==> src/include/mirror_light_cfg.svh <==
`ifndef MIRROR_LIGHT_CFG_SVH
`define MIRROR_LIGHT_CFG_SVH
// ---------------------------------------------------------------
// timing
// ---------------------------------------------------------------
`define CLK_KHZ          20000
`define PARK_TIME_US     100
`define PARK_CYCLES      ((`PARK_TIME_US * `CLK_KHZ + 999) / 1000)
`define PARK_REQ_MIN_MS  200
`define LS_DIV           4'h4
`define SAR_WIN_LAST     8'hff
// ---------------------------------------------------------------
// addresses and reset values
// ---------------------------------------------------------------
`define CTRL_I2C_ADDR    7'h1b
`define NOTIFY_BUSY      1'b0
`define NOTIFY_DONE      1'b1
`define SPARE_GPIO_RST   16'h0000
`endif

==> src/include/mirror_light_pkg.sv <==
package mirror_light_pkg;
  typedef enum logic [1:0] {
    light_none  = 2'b00,
    light_red   = 2'b01,
    light_green = 2'b10,
    light_blue  = 2'b11
  } light_source_t;

  typedef enum logic [2:0] {
    st_reset   = 3'b000,
    st_init    = 3'b001,
    st_run     = 3'b010,
    st_parking = 3'b011,
    st_parked  = 3'b100
  } ctrl_state_t;

  typedef enum logic [1:0] {
    i2c_idle = 2'b00,
    i2c_bits = 2'b01,
    i2c_ack  = 2'b10
  } i2c_state_t;

  typedef struct packed {
    logic park_n;
    logic ls_read;
    logic cmp;
    logic motor;
    logic scl;
    logic sda;
  } pin_in_t;

  typedef struct packed {
    logic       valid;
    logic [7:0] data;
  } ctrl_cmd_t;
endpackage

==> src/core/mirror_light_control_pins.sv <==
// Functional notes
// - light select 00 none,01 red,10 green,11 blue
// - light selects low while reset held
// - no light until initialisation finished
// - one pin: mirror enable high, reset low
// - mirror enable drops only after parking
// - notify line shows init busy, then done
// - notify line released during reset
// - park request low parks mirror, no power-off
// - flash selects active low, spare unused
// - i2c slave on control port takes commands
// - slow mirror link: clock, write, read
// - fast lane order set by configuration
// - thermistor measured by successive approximation
// - thermistor power on while a measurement runs with sensing enabled
// - focus motor sense read as input
// - unused gpio driven as low outputs
// - start configuration on reset release, outputs idle
`include "mirror_light_cfg.svh"
module mirror_light_control_pins (
  input  wire logic                             clk,
  input  wire logic                             rst_b,
  input  wire logic                             init_done,
  input  wire mirror_light_pkg::light_source_t  light_req,
  input  wire logic                             host_projection_on,
  output logic                                  light_select_bit0,
  output logic                                  light_select_bit1,
  output logic                                  mirror_enable_reset_n,
  output logic                                  mirror_parked,
  output logic                                  host_notify_out,
  output logic                                  host_notify_oe,
  input  wire logic                             flash_req,
  output logic                                  flash_select_n,
  output logic                                  spare_flash_select_n,
  input  wire logic                             control_port_clock_line,
  input  wire logic                             control_port_data_line,
  output logic                                  control_port_clock_out,
  output logic                                  control_port_clock_oe,
  output logic                                  control_port_data_out,
  output logic                                  control_port_data_oe,
  output mirror_light_pkg::ctrl_cmd_t           ctrl_cmd,
  input  wire logic                             ls_go,
  input  wire logic [7:0]                       ls_wbyte,
  output logic                                  mirror_slow_serial_clk,
  output logic                                  mirror_slow_write_line,
  input  wire logic                             mirror_slow_read_line,
  output logic [7:0]                            ls_rbyte,
  output logic                                  ls_busy,
  input  wire logic [7:0]                       lane_data,
  input  wire logic [23:0]                      lane_map,
  output logic [7:0]                            mirror_fast_lanes,
  output logic                                  mirror_fast_clk_pos,
  input  wire logic                             therm_enable,
  input  wire logic                             therm_go,
  output logic                                  thermistor_charge_drive,
  output logic                                  thermistor_power,
  input  wire logic                             comparator_result_in,
  output logic [7:0]                            therm_result,
  output logic                                  therm_busy,
  input  wire logic                             focus_motor_sense,
  output logic                                  focus_motor_level,
  output logic                                  focus_motor_oe,
  output logic [15:0]                           spare_gpio_out,
  output logic [15:0]                           spare_gpio_oe
);
  // ---------------------------------------------------------------
  // pin synchronisers
  // ---------------------------------------------------------------
  mirror_light_pkg::pin_in_t s1_ff, s2_ff, s3_ff, filt_ff;
  mirror_light_pkg::pin_in_t raw;
  assign raw = '{host_projection_on, mirror_slow_read_line, comparator_result_in,
                 focus_motor_sense, control_port_clock_line, control_port_data_line};

  // per bit: a new level counts once stages two and three agree, so a busy pin never stalls the others
  always_ff @(posedge clk or negedge rst_b) begin
    if (!rst_b) begin
      s1_ff   <= 6'h3f;
      s2_ff   <= 6'h3f;
      s3_ff   <= 6'h3f;
      filt_ff <= 6'h3f;
    end else begin
      s1_ff <= raw;
      s2_ff <= s1_ff;
      s3_ff <= s2_ff;
      filt_ff <= (s2_ff & s3_ff) | (filt_ff & (s2_ff | s3_ff));
    end
  end

  // ---------------------------------------------------------------
  // sequence control
  // ---------------------------------------------------------------
  localparam int unsigned PARK_LAST = `PARK_CYCLES - 1;
  mirror_light_pkg::ctrl_state_t state_ff, nxt_state;
  logic [11:0] park_cnt_ff;

  always_comb begin
    nxt_state = state_ff;
    unique case (state_ff)
      mirror_light_pkg::st_reset:   nxt_state = mirror_light_pkg::st_init;
      mirror_light_pkg::st_init:    if (init_done) nxt_state = mirror_light_pkg::st_run;
      mirror_light_pkg::st_run:     if (!filt_ff.park_n) nxt_state = mirror_light_pkg::st_parking;
      mirror_light_pkg::st_parking: if (park_cnt_ff == 12'(PARK_LAST)) nxt_state = mirror_light_pkg::st_parked;
      mirror_light_pkg::st_parked:  if (filt_ff.park_n) nxt_state = mirror_light_pkg::st_run;
      default:                      nxt_state = mirror_light_pkg::st_reset;
    endcase
  end

  always_ff @(posedge clk or negedge rst_b) begin
    if (!rst_b) state_ff <= mirror_light_pkg::st_reset;
    else state_ff <= nxt_state;
  end

  always_ff @(posedge clk or negedge rst_b) begin
    if (!rst_b) park_cnt_ff <= 12'h000;
    else if (state_ff == mirror_light_pkg::st_parking) park_cnt_ff <= park_cnt_ff + 12'h001;
    else park_cnt_ff <= 12'h000;
  end

  // mirror power removal is left to the external supply
  always_ff @(posedge clk or negedge rst_b) begin
    if (!rst_b) begin
      mirror_enable_reset_n <= 1'b0;
      mirror_parked         <= 1'b0;
    end else begin
      mirror_enable_reset_n <= (state_ff == mirror_light_pkg::st_run) ||
                               (state_ff == mirror_light_pkg::st_parking);
      mirror_parked <= (state_ff == mirror_light_pkg::st_parked);
    end
  end

  always_ff @(posedge clk or negedge rst_b) begin
    if (!rst_b) begin
      light_select_bit0 <= 1'b0;
      light_select_bit1 <= 1'b0;
    end else if (state_ff == mirror_light_pkg::st_run && filt_ff.park_n) begin
      light_select_bit0 <= light_req[0];
      light_select_bit1 <= light_req[1];
    end else begin
      light_select_bit0 <= 1'b0;
      light_select_bit1 <= 1'b0;
    end
  end

  // pull-up holds the line high until the busy level is driven
  always_ff @(posedge clk or negedge rst_b) begin
    if (!rst_b) begin
      host_notify_oe  <= 1'b0;
      host_notify_out <= `NOTIFY_DONE;
    end else begin
      host_notify_oe  <= 1'b1;
      host_notify_out <= (state_ff == mirror_light_pkg::st_init ||
                          state_ff == mirror_light_pkg::st_reset) ? `NOTIFY_BUSY : `NOTIFY_DONE;
    end
  end

  // ---------------------------------------------------------------
  // flash selects and gpio
  // ---------------------------------------------------------------
  always_ff @(posedge clk or negedge rst_b) begin
    if (!rst_b) begin
      flash_select_n       <= 1'b1;
      spare_flash_select_n <= 1'b1;
      focus_motor_level    <= 1'b0;
    end else begin
      flash_select_n       <= !(flash_req && state_ff != mirror_light_pkg::st_reset);
      spare_flash_select_n <= 1'b1;
      focus_motor_level    <= filt_ff.motor;
    end
  end
  assign focus_motor_oe = 1'b0;
  assign spare_gpio_out = `SPARE_GPIO_RST;
  assign spare_gpio_oe  = 16'hffff;

  // ---------------------------------------------------------------
  // control port i2c slave, write only
  // ---------------------------------------------------------------
  mirror_light_pkg::i2c_state_t i2c_ff;
  logic [3:0] bit_cnt_ff;
  logic [7:0] shift_ff;
  logic       is_addr_ff, scl_d_ff, sda_d_ff, ack_ff;
  logic       scl_rise, scl_fall, start_c, stop_c;
  assign scl_rise = filt_ff.scl && !scl_d_ff;
  assign scl_fall = !filt_ff.scl && scl_d_ff;
  assign start_c  = filt_ff.scl && scl_d_ff && sda_d_ff && !filt_ff.sda;
  assign stop_c   = filt_ff.scl && scl_d_ff && !sda_d_ff && filt_ff.sda;

  always_ff @(posedge clk or negedge rst_b) begin
    if (!rst_b) begin
      i2c_ff     <= mirror_light_pkg::i2c_idle;
      bit_cnt_ff <= 4'h0;
      shift_ff   <= 8'h00;
      is_addr_ff <= 1'b0;
      scl_d_ff   <= 1'b1;
      sda_d_ff   <= 1'b1;
      ack_ff     <= 1'b0;
      ctrl_cmd   <= '0;
    end else begin
      scl_d_ff       <= filt_ff.scl;
      sda_d_ff       <= filt_ff.sda;
      ctrl_cmd.valid <= 1'b0;
      if (start_c) begin
        i2c_ff     <= mirror_light_pkg::i2c_bits;
        bit_cnt_ff <= 4'h0;
        is_addr_ff <= 1'b1;
        ack_ff     <= 1'b0;
      end else if (stop_c) begin
        i2c_ff <= mirror_light_pkg::i2c_idle;
        ack_ff <= 1'b0;
      end else begin
        unique case (i2c_ff)
          mirror_light_pkg::i2c_idle: ;
          mirror_light_pkg::i2c_bits: begin
            if (scl_rise) begin
              shift_ff   <= {shift_ff[6:0], filt_ff.sda};
              bit_cnt_ff <= bit_cnt_ff + 4'h1;
            end else if (scl_fall && bit_cnt_ff == 4'h8) begin
              // reads are not served: a read address is not acknowledged
              if (!is_addr_ff || shift_ff == {`CTRL_I2C_ADDR, 1'b0}) begin
                ack_ff <= 1'b1;
                i2c_ff <= mirror_light_pkg::i2c_ack;
                if (!is_addr_ff) ctrl_cmd <= '{1'b1, shift_ff};
              end else begin
                i2c_ff <= mirror_light_pkg::i2c_idle;
              end
            end
          end
          mirror_light_pkg::i2c_ack: if (scl_fall) begin
            ack_ff     <= 1'b0;
            is_addr_ff <= 1'b0;
            bit_cnt_ff <= 4'h0;
            i2c_ff     <= mirror_light_pkg::i2c_bits;
          end
          default: i2c_ff <= mirror_light_pkg::i2c_idle;
        endcase
      end
    end
  end
  assign control_port_clock_out = 1'b0;
  assign control_port_clock_oe  = 1'b0;
  assign control_port_data_out  = 1'b0;
  assign control_port_data_oe   = ack_ff;

  // ---------------------------------------------------------------
  // slow mirror serial link
  // ---------------------------------------------------------------
  logic [3:0] div_ff;
  logic [2:0] ls_cnt_ff;
  logic [7:0] wsh_ff;
  logic       tick;
  assign tick = (div_ff == `LS_DIV - 4'h1);

  always_ff @(posedge clk or negedge rst_b) begin
    if (!rst_b) div_ff <= 4'h0;
    else div_ff <= (tick || !ls_busy) ? 4'h0 : div_ff + 4'h1;
  end

  always_ff @(posedge clk or negedge rst_b) begin
    if (!rst_b) begin
      ls_busy                <= 1'b0;
      ls_cnt_ff              <= 3'h0;
      wsh_ff                 <= 8'h00;
      ls_rbyte               <= 8'h00;
      mirror_slow_serial_clk <= 1'b0;
      mirror_slow_write_line <= 1'b0;
    end else if (!ls_busy) begin
      if (ls_go) begin
        ls_busy                <= 1'b1;
        ls_cnt_ff              <= 3'h0;
        wsh_ff                 <= ls_wbyte;
        mirror_slow_write_line <= ls_wbyte[7];
      end
    end else if (tick) begin
      mirror_slow_serial_clk <= !mirror_slow_serial_clk;
      if (!mirror_slow_serial_clk) begin
        ls_rbyte <= {ls_rbyte[6:0], filt_ff.ls_read};
      end else begin
        ls_cnt_ff              <= ls_cnt_ff + 3'h1;
        wsh_ff                 <= {wsh_ff[6:0], 1'b0};
        mirror_slow_write_line <= wsh_ff[6];
        if (ls_cnt_ff == 3'h7) ls_busy <= 1'b0;
      end
    end
  end

  // ---------------------------------------------------------------
  // fast mirror lanes
  // ---------------------------------------------------------------
  function automatic logic [7:0] remap(input logic [7:0] d, input logic [23:0] m);
    logic [7:0] r;
    r = 8'h00;
    for (int i = 0; i < 8; i++) r[i] = d[m[i*3 +: 3]];
    return r;
  endfunction

  always_ff @(posedge clk or negedge rst_b) begin
    if (!rst_b) begin
      mirror_fast_lanes   <= 8'h00;
      mirror_fast_clk_pos <= 1'b0;
    end else if (mirror_enable_reset_n) begin
      mirror_fast_lanes   <= remap(lane_data, lane_map);
      mirror_fast_clk_pos <= !mirror_fast_clk_pos;
    end else begin
      mirror_fast_lanes   <= 8'h00;
      mirror_fast_clk_pos <= 1'b0;
    end
  end

  // ---------------------------------------------------------------
  // thermistor successive approximation
  // ---------------------------------------------------------------
  // charge time per trial is proportional to the trial code
  logic [7:0] win_ff, trial_ff;
  logic [2:0] sar_bit_ff;

  always_ff @(posedge clk or negedge rst_b) begin
    if (!rst_b) begin
      therm_busy              <= 1'b0;
      win_ff                  <= 8'h00;
      trial_ff                <= 8'h00;
      sar_bit_ff              <= 3'h7;
      therm_result            <= 8'h00;
      thermistor_charge_drive <= 1'b0;
      thermistor_power        <= 1'b0;
    end else begin
      thermistor_power <= therm_enable && therm_busy;
      if (!therm_busy) begin
        thermistor_charge_drive <= 1'b0;
        if (therm_go && therm_enable) begin
          therm_busy <= 1'b1;
          win_ff     <= 8'h00;
          sar_bit_ff <= 3'h7;
          trial_ff   <= 8'h80;
        end
      end else if (!therm_enable) begin
        therm_busy              <= 1'b0;
        thermistor_charge_drive <= 1'b0;
      end else begin
        win_ff                  <= win_ff + 8'h01;
        thermistor_charge_drive <= (win_ff < trial_ff);
        if (win_ff == `SAR_WIN_LAST) begin
          // comparator high: rc level passed the thermistor, trial too big
          if (sar_bit_ff == 3'h0) begin
            therm_result <= filt_ff.cmp ? {trial_ff[7:1], 1'b0} : trial_ff;
            therm_busy   <= 1'b0;
          end else begin
            trial_ff   <= (filt_ff.cmp ? (trial_ff & ~(8'h01 << sar_bit_ff)) : trial_ff)
                          | (8'h01 << (sar_bit_ff - 3'h1));
            sar_bit_ff <= sar_bit_ff - 3'h1;
          end
        end
      end
    end
  end
endmodule // mirror_light_control_pins

==> config.mk <==
export PLATFORM = sky130hd
export DESIGN_NAME = mirror_light_control_pins
export DESIGN_NICKNAME = d
export VERILOG_FILES = /design/src/include/mirror_light_pkg.sv /design/src/core/mirror_light_control_pins.sv
export VERILOG_INCLUDE_DIRS = /design/src /design/src/include
export SDC_FILE = /design/constraint.sdc
export NUM_CORES = 1
export LEC_CHECK = 0
export BUFFER_PORTS_ARGS = -buffer_cell sky130_fd_sc_hd__buf_2
export CAP_MARGIN = 40
export CORE_MARGIN = 5
export CORE_UTILIZATION = 55
export DETAILED_ROUTE_END_ITERATION = 6
export PLACE_DENSITY = 0.8
export SLEW_MARGIN = 10
export SYNTH_ARGS = -nofsm -noshare
export SYNTH_HDL_FRONTEND = slang
export SYNTH_SLANG_ARGS = --single-unit
==> constraint.sdc <==
create_clock -name clk -period 2.2 [get_ports clk]
set_input_delay 0.11 -clock clk [delete_from_list [all_inputs] [get_ports clk]]
set_output_delay 0.11 -clock clk [all_outputs]
set_load 0.005 [all_outputs]
After elaboration in Yosys (flattened, before gate mapping). Cells that the tools add are included.

Memory bits (read-only): 0. Bits in latches: 0. Memories kept: 0. Memory bits (writable): 0. Output and inout bits: 86. Bits of input ports: 55. Flip-flop bits (word level): 138.

Equality and inequality tests: 29. Bitwise logic cells: 12. Mux-type cells: 96. Div/mod/pow operators: 0. Magnitude comparators: 9. $add $sub $neg: 6. Multipliers: 0. Shift operators: 2. Reduce and logical (&&, ||, !) cells: 48.

Operators with widths (number): 2-to-1 mux 8 bit (10); 2-to-1 mux 9 bit (7); 2-to-1 mux 3 bit (13); 2-to-1 mux 1 bit (38); < comparator 3 x 4 -> 1 bit, second input constant (8); 2-to-1 mux 7 bit (4); binary-select mux 1 bit (select 3 bit) (8); AND reduction 4 bit (6); 2-to-1 mux 4 bit (5); inequality test 2 bit, second input constant (8); inequality test 4 bit, second input constant (4); left shift 1 x 3 -> 8 bit, first input constant (2); one-hot mux 3 bit (5 select lines) (1); adder 12 x 1 -> 12 bit, second input constant (1); bitwise AND 6 bit (2); == test 12 x 11 -> 1 bit, second input constant (1); logical AND 1 bit (12); 2-to-1 mux 12 bit (1); 2-to-1 mux 2 bit (6); bitwise OR 6 bit (2); zero test 1 bit (9); inequality test 3 bit, second input constant (3); AND reduction 3 bit (3); adder 4 x 1 -> 4 bit, second input constant (2); other kinds (30) (46).

Depth between registers and ports, before layout. Gate-level depths: netlist (run 1).

Depth in word-level cells: 9. Depth in mapped cells: 8. Gate-level depth less buffers: 7.

Worst setup path before layout (run 1). Ideal clock, no wire load.

Kind: reg2reg. From: reg sar_bit_ff[0]. To: reg trial_ff[4]. Stages on the path, launching flop included: 9. Data arrival time: 1.894 ns. Buffers on the path: 1. Setup slack: 0.185 ns. Required time: 2.079 ns. Cell sequence: dfstp_2 -> inv_1 -> ha_1 -> nor2b_1 -> or2_4 -> o31ai_4 -> buf_4 -> o21ai_1 -> a32o_2.

Word-level cells in the longest chain between the ends: 9. Elaborated cells between the ends (all ways): 14. Classes of those cells: add/sub: 1; eq/ne: 1; shift: 2; mux: 5; bitwise: 3; reduce/logical: 2.

Ends and longest elaborated chain: start: declaration (line mirror_light_control_pins.sv:313) `logic [2:0] sar_bit_ff;`; start signal: assignment (line mirror_light_control_pins.sv:348) `sar_bit_ff <= sar_bit_ff - 3'h1;`; branches (longest 9 deep; another with subtractor 3 x 1 -> 3 bit); end signal: assignment (line mirror_light_control_pins.sv:346) `trial_ff <= (filt_ff.cmp ? (trial_ff & ~(8'h01 << sar_bit_ff)) : trial_ff)`; end: declaration (line mirror_light_control_pins.sv:312) `logic [7:0] win_ff, trial_ff;`.

Parallel ways; which one is timed is not known. The select of a mux whose other input is x is not followed. A chain may end at the register's enable or synchronous reset.

Worst setup path in the final report (run 1).
From: reg sar_bit_ff[0]. To: reg trial_ff[7].

The elaborated chain is that of the path after synthesis.

==> out/qor.txt, run 1 <==
GPL Wtd Cong -> 0.902
fin cells -> 860
Critical Path Sink Type -> flip-flop
Seq/Total Area, Yosys -> 52.2%
area of the multi-input gates -> 0.00294 mm2
max_cap viols -> 0
post-synthesis compound-gate area fraction -> 7.92%
Antenna diodes -> 0
first-pass detailed-route iteration total -> 4
Worst Tran Pin Value -> 0.576 ns
Port Buf Inserts -> 103
Net Sw Frac -> 26.8%
kind of start point of the critical path -> flip-flop
CP peak stage delay -> 0.57 ns
Critical Path, Cell by Cell -> inv_1 -> ha_1 -> nor2b_1 -> or2_4 -> o31ai_4 -> buf_6 -> nand4_1 -> a22o_1
min Tclk post-route -> 2.13 ns
Cell variety after synth -> 64
final period utilization -> 96.8%
peak supply drop -> 0.447 mV
EDFF count, synth -> 0
DR vias/cell -> 5.33
combinational group share of total power -> 15.9%
Hold Slack -> 0.0185 ns
fmax -> 0.470 GHz
CTS Root Cell -> clkbuf_16
H-tree level count -> 4
die area -> 0.0145 mm2
CTS Buf Count -> 17
first-pass GRT wire length -> 21800 um
Flop pwr share -> 44.0%
fill cell count -> 869
critical path class -> flip-flop to flip-flop
clock latency on the worst-skew pair -> 0.42 ns
layout cell share with drive strength beyond 1 -> 35.1%
synth warn -> 0
pin count of the biggest net entering global routing -> 48
Placed Cells -> 798
P_sw -> 0.00188 W
Detail Route Antenna Nets -> 0
final setup vio count -> 0
mux contribution to synthesized area -> 13.7%
XOR/XNOR Fraction of Synth Area -> 1.96%
Yosys top cell area share -> 40.0%
status -> complete, no violations
crit path max fanout -> 8
Total GRT Usage -> 18.9%
Clk network pwr share -> 40.1%
Worst EP arrival -> 2.43 ns
CTS Sinks -> 138
largest family of logic cells by synthesized area -> multiplexers
Synth Register Bits -> 138
Cell Rows -> 40
TritonCTS clock tree -> done
Relative slew margins -> 61.5%
vias in the first global route -> 4790
final core occ -> 68.4%
via count -> 4583
register area -> 0.00349 mm2
chip height -> 120 um
Worst Hold Class -> input pin to flip-flop
clk buf depth -> 2
initial antenna violation count -> 0
Syn Area/Cell -> 12.2 um2
DP Wirelength -> 9280 um
Post-Syn Instances -> 548
Crit-path slowest cell -> dfstp_2
Max Slew Vio Count -> 0
leading area contributor after synthesis -> dfrtp_1
CP required -> 2.50 ns
# IOs -> 141
LEAKAGE -> 3.97 nW
GRT overflow -> 0
CORE AREA -> 0.0120 mm2
# DRC -> 0
top_reg_cell synth -> dfrtp_1
Post-Synth Simple-Gate Area -> 13.1%
Initial Utilization -> 55.9%
Synth Cell Area -> 0.00669 mm2
DRT Wirelength -> 13000 um
Area Growth Syn to Fin -> 22.4%
internal power -> 0.00513 W
post-synthesis adder-cell area fraction -> 5.20%
Power Density -> 857 mW/mm2
final net count -> 778
initial drt markers -> 380
final hold violation count -> 0
skew final -> 0.00521 ns
Die X-Extent -> 120 um
drt wl/cell -> 15.1 um
clock edge transition at the registers on the reported setup and hold paths -> 0.06 ns
async set-reset flop share out of synthesis -> 100%
ranking of synthesized cells by area -> dfrtp_1 40%, dfstp_2 12%, mux2_2 5.7%
==> final timing paths <==
path / start / endpoint / slack (ns) / depth (start not counted)
min in group asynchronous: rst_b / mirror_fast_lanes[2] / 0.18 / 2
max in group asynchronous: rst_b / filt_ff[0] / 1.28 / 3
worst min-delay path: lane_map[5] / mirror_fast_lanes[1] / 0.02 / 3
worst max-delay path: sar_bit_ff[0] / trial_ff[7] / 0.07 / 8
worst max register to register: sar_bit_ff[0] / trial_ff[7] / 0.07 / 8
worst min register to register: s1_ff[3] / s2_ff[3] / 0.36 / 0
==> repair_timing <==
action,CTS,global route
endpoints found under the hold margin,103,1
setup endpoints to repair,0,9
gates resized for setup,0,2
buffers inserted,0,4
hold buffers,25,1
==> worst max-delay path, delay by kind of cell (launching register included) <==
kind | cells | cell delay (ns)
flops | 1 | 0.57
simple gates | 3 | 0.54
compound gates | 2 | 0.41
buf+inv | 2 | 0.25
fa+ha+maj | 1 | 0.24
==> logic make-up (layout without fill, tap and decap cells) <==
kind of cell,after synthesis,count (layout)
buf+inv,64,193
xor+xnor,15,15
fa+ha+maj,29,29
other cells,2,38
simple gates,155,155
compound gates,78,78
flops,138,138
mux,67,67
==> stage by stage <==
stage / instance area, um2 / setup TNS [ns] / total power (W) / worst slack, ns
final: 8180 / 0 / 0.00701 / 0.0702
after global routing: 8180 / -0.00284 / 0.00738 / -0.00284
after CTS: 8140 / 0 / 0.00708 / 0.00722
after detailed placement: 7290 / 0 / 0.00420 / 0.0249
after global placement: 7290 / 0 / 0.00412 / 0.138
after floorplan: 6820 / 0 / 0.00382 / 0.185
==> cell usage in the layout (no fill, tap or decap), types with 4 or more instances in the layout <==
| cell | n |
|---|---|
| a21o_1 | 5 |
| a21oi_1 | 15 |
| a22o_1 | 11 |
| and2_1 | 4 |
| and3_1 | 9 |
| buf_2 | 102 |
| buf_4 | 11 |
| clkbuf_16 | 17 |
| clkinvlp_4 | 4 |
| conb_1 | 38 |
| dfrtp_1 | 107 |
| dfstp_2 | 31 |
| dlygate4sd3_1 | 26 |
| ha_1 | 23 |
| inv_1 | 18 |
| inv_6 | 5 |
| maj3_1 | 6 |
| mux2_2 | 34 |
| mux2i_1 | 17 |
| mux4_2 | 16 |
| nand2_1 | 46 |
| nand2b_1 | 4 |
| nand3_1 | 10 |
| nand4_1 | 8 |
| nor2_1 | 27 |
| nor2b_1 | 16 |
| o21ai_0 | 22 |
| xnor2_1 | 6 |
| xor2_1 | 9 |
==> routing by layer <==
metal / vias up / track usage [%] / wire (um)
met4: 0 / 8.14 / 248
li1: 2179 / - / -
met5: - / 0 / 0
met2: 123 / 33.2 / 7000
met1: 2259 / 21.5 / 5110
met3: 22 / 5.47 / 639
==> state kept, by name (all words and copies together), names as in the netlist, 2 cells and up <==
register and cells:
bit_cnt_ff 4, ctrl_cmd 9, div_ff 4, filt_ff 6, i2c_ff 2, ls_cnt_ff 3
ls_rbyte 8, mirror_fast_lanes 8, park_cnt_ff 12, s1_ff 6, s2_ff 6, s3_ff 6
sar_bit_ff 3, shift_ff 8, state_ff 3, therm_result 8, trial_ff 8, win_ff 8
wsh_ff 7
==> synth_stat cells (all sizes together) (15+ instances only) <==
cell	instances
a21oi	15
buf	42
dfrtp	107
dfstp	31
ha	23
inv	18
mux2	34
mux2i	17
mux4	16
nand2	48
nor2	29
nor2b	16
o21ai	25
==> power by group through the flow <==
stage | Combinational [W] | Sequential [W] | Clock [W]
after global routing | 0.00125 | 0.00312 | 0.00300
after global placement | 0.00102 | 0.00310 | 0
after floorplan | 0.000747 | 0.00308 | 0
final | 0.00112 | 0.00308 | 0.00281
after detailed placement | 0.00108 | 0.00312 | 0
after CTS | 0.00112 | 0.00308 | 0.00288
==> final cells by class <==
class,instances,share of cell area [%]
multi-input combinational,382,35.9
inverter,18,0.826
clock inverter,15,2.02
tap,147,2.25
clock buffer,17,5.20
timing repair buffer,143,11.1
sequential,138,42.7
(Power assumes the default switching activity.)
==> inputs of run 2 (changes only) <==
--- a/config.mk
+++ b/config.mk
@@ -8,10 +8,11 @@
 export LEC_CHECK = 0
 export BUFFER_PORTS_ARGS = -buffer_cell sky130_fd_sc_hd__buf_2
 export CAP_MARGIN = 40
-export CORE_MARGIN = 5
+export CORE_MARGIN = 4
 export CORE_UTILIZATION = 55
 export DETAILED_ROUTE_END_ITERATION = 6
-export PLACE_DENSITY = 0.8
+export PLACE_DENSITY = 0.81
+export SETUP_SLACK_MARGIN = 0.1
 export SLEW_MARGIN = 10
 export SYNTH_ARGS = -nofsm -noshare
 export SYNTH_HDL_FRONTEND = slang
==> run 2 against run 1 <==
  * Via count grew 1.4%
  * First-iteration DRC count down 40%
  * Global-route usage grew 1.4 points
  * Worst hold slack better by 0.0073 ns
  * Clock power grew 5%
  * Sequential share of layout area barely moved
  * Total power increased by 1.9%
  * Clock skew is 0.00081 ns higher
  * Count of clock-buffer cells in the layout up 3
  * Final area is essentially flat
==> out/qor.txt, run 2 (synthesis gave the netlist of run 1 again) <==
status -> complete, no violations
TritonCTS clock tree -> done
Worst Tran Pin Value -> 0.551 ns
kind of start point of the critical path -> flip-flop
first-pass detailed-route iteration total -> 4
final setup vio count -> 0
Relative slew margins -> 63.2%
die area -> 0.0140 mm2
# DRC -> 0
clk buf depth -> 2
final hold violation count -> 0
max_cap viols -> 0
Detail Route Antenna Nets -> 0
Port Buf Inserts -> 103
CTS Buf Count -> 17
critical path class -> flip-flop to flip-flop
chip height -> 118 um
Max Slew Vio Count -> 0
peak supply drop -> 0.456 mV
Total GRT Usage -> 20.3%
Worst EP arrival -> 2.35 ns
Reg with most FFs -> park_cnt_ff
# IOs -> 141
final net count -> 774
CP required -> 2.50 ns
RSZ-0062 raised after global routing -> no
pin count of the biggest net entering global routing -> 67
vias in the first global route -> 4825
crit path max fanout -> 8
Placed Cells -> 796
Die X-Extent -> 118 um
CP peak stage delay -> 0.53 ns
Crit-path slowest cell -> dfstp_2
GRT overflow -> 0
Largest register FFs -> 12
skew final -> 0.00602 ns
Top Registers -> park_cnt_ff: 12 flops, ctrl_cmd: 9 flops
CTS Sinks -> 138
most frequent cells in the layout -> 107 x dfrtp_1, 102 x buf_2, 46 x nand2_1, 38 x conb_1, 34 x mux2_2
first-pass GRT wire length -> 23000 um
Critical Path, Cell by Cell -> inv_1 -> ha_4 -> nor2b_2 -> or2_4 -> o31ai_4 -> buf_6 -> nand4_1 -> a22o_1
initial antenna violation count -> 0
fmax -> 0.489 GHz
initial drt markers -> 227
drt wl/cell -> 15.8 um
fin cells -> 856
via count -> 4645
H-tree level count -> 4
LEAKAGE -> 3.97 nW
Antenna diodes -> 0
DRT Wirelength -> 13500 um
Power Density -> 872 mW/mm2
CTS Root Cell -> clkbuf_16
Fin Setup TNS -> 0 ns
GPL Wtd Cong -> 0.898
min Tclk post-route -> 2.05 ns
Initial Utilization -> 55.9%
CORE AREA -> 0.0120 mm2
Cell Rows -> 40
layout cell share with drive strength beyond 1 -> 35.1%
Critical Path Sink Type -> flip-flop
Worst Hold Class -> input pin to flip-flop
commonest non-fill, non-tap cell in the layout -> dfrtp_1
Area Growth Syn to Fin -> 22.4%
clock latency on the worst-skew pair -> 0.42 ns
DR vias/cell -> 5.43
clock edge transition at the registers on the reported setup and hold paths -> 0.06 ns
DP Wirelength -> 9250 um
final period utilization -> 93.0%
[run 2: per-stage QoR]
| step | utilization, % | total power, W | area (um2) | hold WS [ns] | setup slack [ns] |
|---|---|---|---|---|---|
| after floorplan | - | 0.00382 | 6820 | -0.186 | 0.185 |
| after global placement | 60.9 | 0.00411 | 7280 | 0.0467 | 0.108 |
| after detailed placement | 60.9 | 0.00419 | 7280 | 0.0503 | 0.0335 |
| after CTS | 68.2 | 0.00720 | 8160 | 0.00489 | 0.111 |
| after global routing | 68.4 | 0.00752 | 8190 | 0.0244 | 0.0983 |
| final | 68.4 | 0.00714 | 8190 | 0.0258 | 0.155 |
[run 2: metal layers]
metal  vias up  wire [um]  track usage (%)  share of wire, %
met1      2319       5320             24.2                39
met2       139       7120             34.5                53
li1       2163          -                -                 -
met5         -          0                0                 0
met4         0        276             8.50               2.0
met3        24        800             5.74               5.9
[run 2: worst paths after layout]
kind	startpoint	endpoint	slack (ns)	depth (start not counted)
min in group asynchronous	rst_b	wsh_ff[6]	0.17	2
max reg2reg	sar_bit_ff[1]	trial_ff[7]	0.15	8
max	sar_bit_ff[1]	trial_ff[7]	0.15	8
max in group asynchronous	rst_b	sar_bit_ff[1]	1.26	3
min	lane_map[23]	mirror_fast_lanes[7]	0.03	3
min reg2reg	s1_ff[4]	s2_ff[4]	0.35	0
[run 2: critical path: cells and delay by family, from the launching register on]
kind                     cells  cell delay [ns]
adder cells (fa/ha/maj)      1             0.18
flip-flops                   1             0.53
AO/OA/AOI/OAI                2             0.42
AND/OR/NAND/NOR              3             0.53
buffers and inverters        2             0.26
[run 2: layout make-up]
type / instances / area, um2
Clock buffer: 20 / 437
Clock inverter: 12 / 174
Fill cell: 866 / 3770
Inverter: 18 / 67.6
Multi-Input combinational cell: 382 / 2960
Sequential cell: 138 / 3490
Tap cell: 147 / 184
Timing Repair Buffer: 139 / 868
[run 2: repair_timing]
action,CTS,global route
hold buffers,24,0
setup endpoints to repair,10,14
buffers inserted,2,2
cloned,0,0
pin swaps,1,1
gates resized for setup,3,3
endpoints found under the hold margin,65,0
[run 2: report_power, final]
group	internal, W	switching, W	total (W)
Combinational	0.000576	0.000537	0.00111
Sequential	0.00286	0.000223	0.00308
Clock	0.00189	0.00105	0.00294
Total	0.00533	0.00181	0.00714
==> inputs of run 3 (changes only) <==
--- a/config.mk
+++ b/config.mk
@@ -6,12 +6,12 @@
 export SDC_FILE = /design/constraint.sdc
 export NUM_CORES = 1
 export LEC_CHECK = 0
-export BUFFER_PORTS_ARGS = -buffer_cell sky130_fd_sc_hd__buf_2
 export CAP_MARGIN = 40
 export CORE_MARGIN = 4
-export CORE_UTILIZATION = 55
+export CORE_UTILIZATION = 60
 export DETAILED_ROUTE_END_ITERATION = 6
-export PLACE_DENSITY = 0.81
+export DONT_BUFFER_PORTS = 1
+export PLACE_DENSITY = 0.77
 export SETUP_SLACK_MARGIN = 0.1
 export SLEW_MARGIN = 10
 export SYNTH_ARGS = -nofsm -noshare
==> run 3 against run 2 <==
  * The flow now finishes with violations (negative hold slack)
  * Utilization rose by 3.0 points
  * First-iteration DRC count decreased by 2.2%
  * Flip-flop and latch count unchanged
  * Maximum frequency is 0.56% higher
  * Die area shrank 7.8%
  * Clock skew increased by 0.0032 ns
  * Sequential power increased by 1%
  * Final cell count down 11%
  * Sequential share of layout area rose by 2.2 points
==> out/qor.txt, run 3 (synthesis gave the netlist of run 1 again) <==
clock edge transition at the registers on the reported setup and hold paths -> 0.06 ns
CP required -> 2.64 ns
Total GRT Usage -> 21.0%
crit path max fanout -> 4
# IOs -> 141
Cell Rows -> 38
critical path class -> flip-flop to flip-flop
layout cell share with drive strength beyond 1 -> 23.2%
DP Wirelength -> 8590 um
Fin Setup TNS -> 0 ns
Top Registers -> park_cnt_ff: 12 flops, ctrl_cmd: 9 flops
post-place setup slack -> -0.0133 ns
drt wl/cell -> 16.9 um
min Tclk post-route -> 2.03 ns
Hold Slack -> -0.702 ns
# DRC -> 0
R2R setup slack -> 0.17 ns
final setup vio count -> 0
final net count -> 686
DR vias/cell -> 5.69
fill cell count -> 716
H-tree level count -> 4
Power Density -> 892 mW/mm2
DRT Wirelength -> 12800 um
Critical Path Sink Type -> flip-flop
peak supply drop -> 0.624 mV
first-pass GRT wire length -> 21900 um
overall power -> 0.00694 W
kind of start point of the critical path -> flip-flop
Worst Hold Class -> input pin to async pin
Worst EP arrival -> 2.47 ns
CTS Buf Count -> 17
LEAKAGE -> 3.56 nW
commonest non-fill, non-tap cell in the layout -> dfrtp_1
skew final -> 0.00926 ns
RSZ-0062 raised after global routing -> no
final core occ -> 71.5%
Port Buf Inserts -> 0
area of the multi-input gates -> 0.00295 mm2
chip height -> 114 um
CTS Root Cell -> clkbuf_8
CORE AREA -> 0.0109 mm2
final period utilization -> 92.4%
status -> finished, violations left
Detail Route Antenna Nets -> 0
max_cap viols -> 0
TritonCTS clock tree -> done
hold buffer count at CTS -> 40
first-pass detailed-route iteration total -> 5
CTS Sinks -> 138
clock latency on the worst-skew pair -> 0.51 ns
GPL Wtd Cong -> 0.872
pin count of the biggest net entering global routing -> 139
GRT overflow -> 0
fmax -> 0.492 GHz
final hold violation count -> 138
failing checks -> negative hold slack
Largest register FFs -> 12
Max Slew Vio Count -> 0
register area -> 0.00349 mm2
Reg with most FFs -> park_cnt_ff
initial drt markers -> 222
most frequent cells in the layout -> 107 x dfrtp_1, 46 x nand2_1, 40 x dlygate4sd3_1, 38 x conb_1, 34 x mux2_2
via count -> 4332
Area Growth Syn to Fin -> 16.4%
initial antenna violation count -> 0
Relative slew margins -> 59.2%
Antenna diodes -> 0
clk buf depth -> 2
Worst Tran Pin Value -> 0.607 ns
die area -> 0.0129 mm2
Initial Utilization -> 61.4%
Die X-Extent -> 114 um
vias in the first global route -> 4618
Worst Setup Slack, final -> 0.166 ns
[run 3: changes by cell type in the layout (fill, tap and decap cells not counted), sizes merged]
cell and delta:
clkbuf -1, buf -104, clkinv -3, clkinvlp +3, dlygate4sd3 +16, inv +1
[run 3: metal layers]
| metal | GRT usage [%] | vias up | wire (um) |
|---|---|---|---|
| met1 | 26.0 | 2210 | 5140 |
| met2 | 36.1 | 111 | 6840 |
| met4 | 6.57 | 0 | 163 |
| li1 | - | 1993 | - |
| met5 | 0 | - | 0 |
| met3 | 5.68 | 18 | 700 |
[run 3: timing repair]
item / in CTS / in global routing
gates cloned: 0 / 1
resized for setup: 2 / 2
endpoints found under the hold margin: 176 / 138
buffers inserted: 4 / 0
pin swaps: 1 / 1
setup endpoints to repair: 10 / 9
[run 3: worst max-delay path: stages (launching register included)]
cell	delay, ns
dfstp_2	0.53
inv_1	0.06
ha_2	0.20
nor2b_2	0.18
or2_4	0.26
or3_4	0.41
o21ai_1	0.17
a32o_1	0.15
[run 3: power breakdown]
part / switching (W) / internal [W] / leakage, nW
sequential: 0.000261 / 0.00286 / 1.73
combinational: 0.000414 / 0.000502 / 1.55
clock: 0.00106 / 0.00185 / 0.285
total: 0.00173 / 0.00521 / 3.56
[run 3: final timing paths]
check,end,cells past startpoint,start
max,trial_ff[5],7,sar_bit_ff[0]
min,mirror_slow_serial_clk,0,rst_b
max reg2reg,trial_ff[5],7,sar_bit_ff[0]
min reg2reg,s2_ff[1],0,s1_ff[1]
max in group asynchronous,filt_ff[5],0,rst_b
min in group clk,s1_ff[3],1,comparator_result_in
[run 3: area by class of cell]
class	instances	area share, %
clock buffer	19	5.42
multi-input combinational	382	37.9
inverter	18	0.868
sequential	138	44.9
timing repair buffer	51	6.25
clock inverter	13	2.49
tap	140	2.25
[run 3: metrics by stage]
step                std cells  cell area, um2  hold slack [ns]
CTS                       760            7770           -0.729
global route              761            7780           -0.740
floorplan                 584            6820           -0.186
global placement          684            6720           -0.182
detailed placement        684            6720           -0.182
finish                    761            7780           -0.702
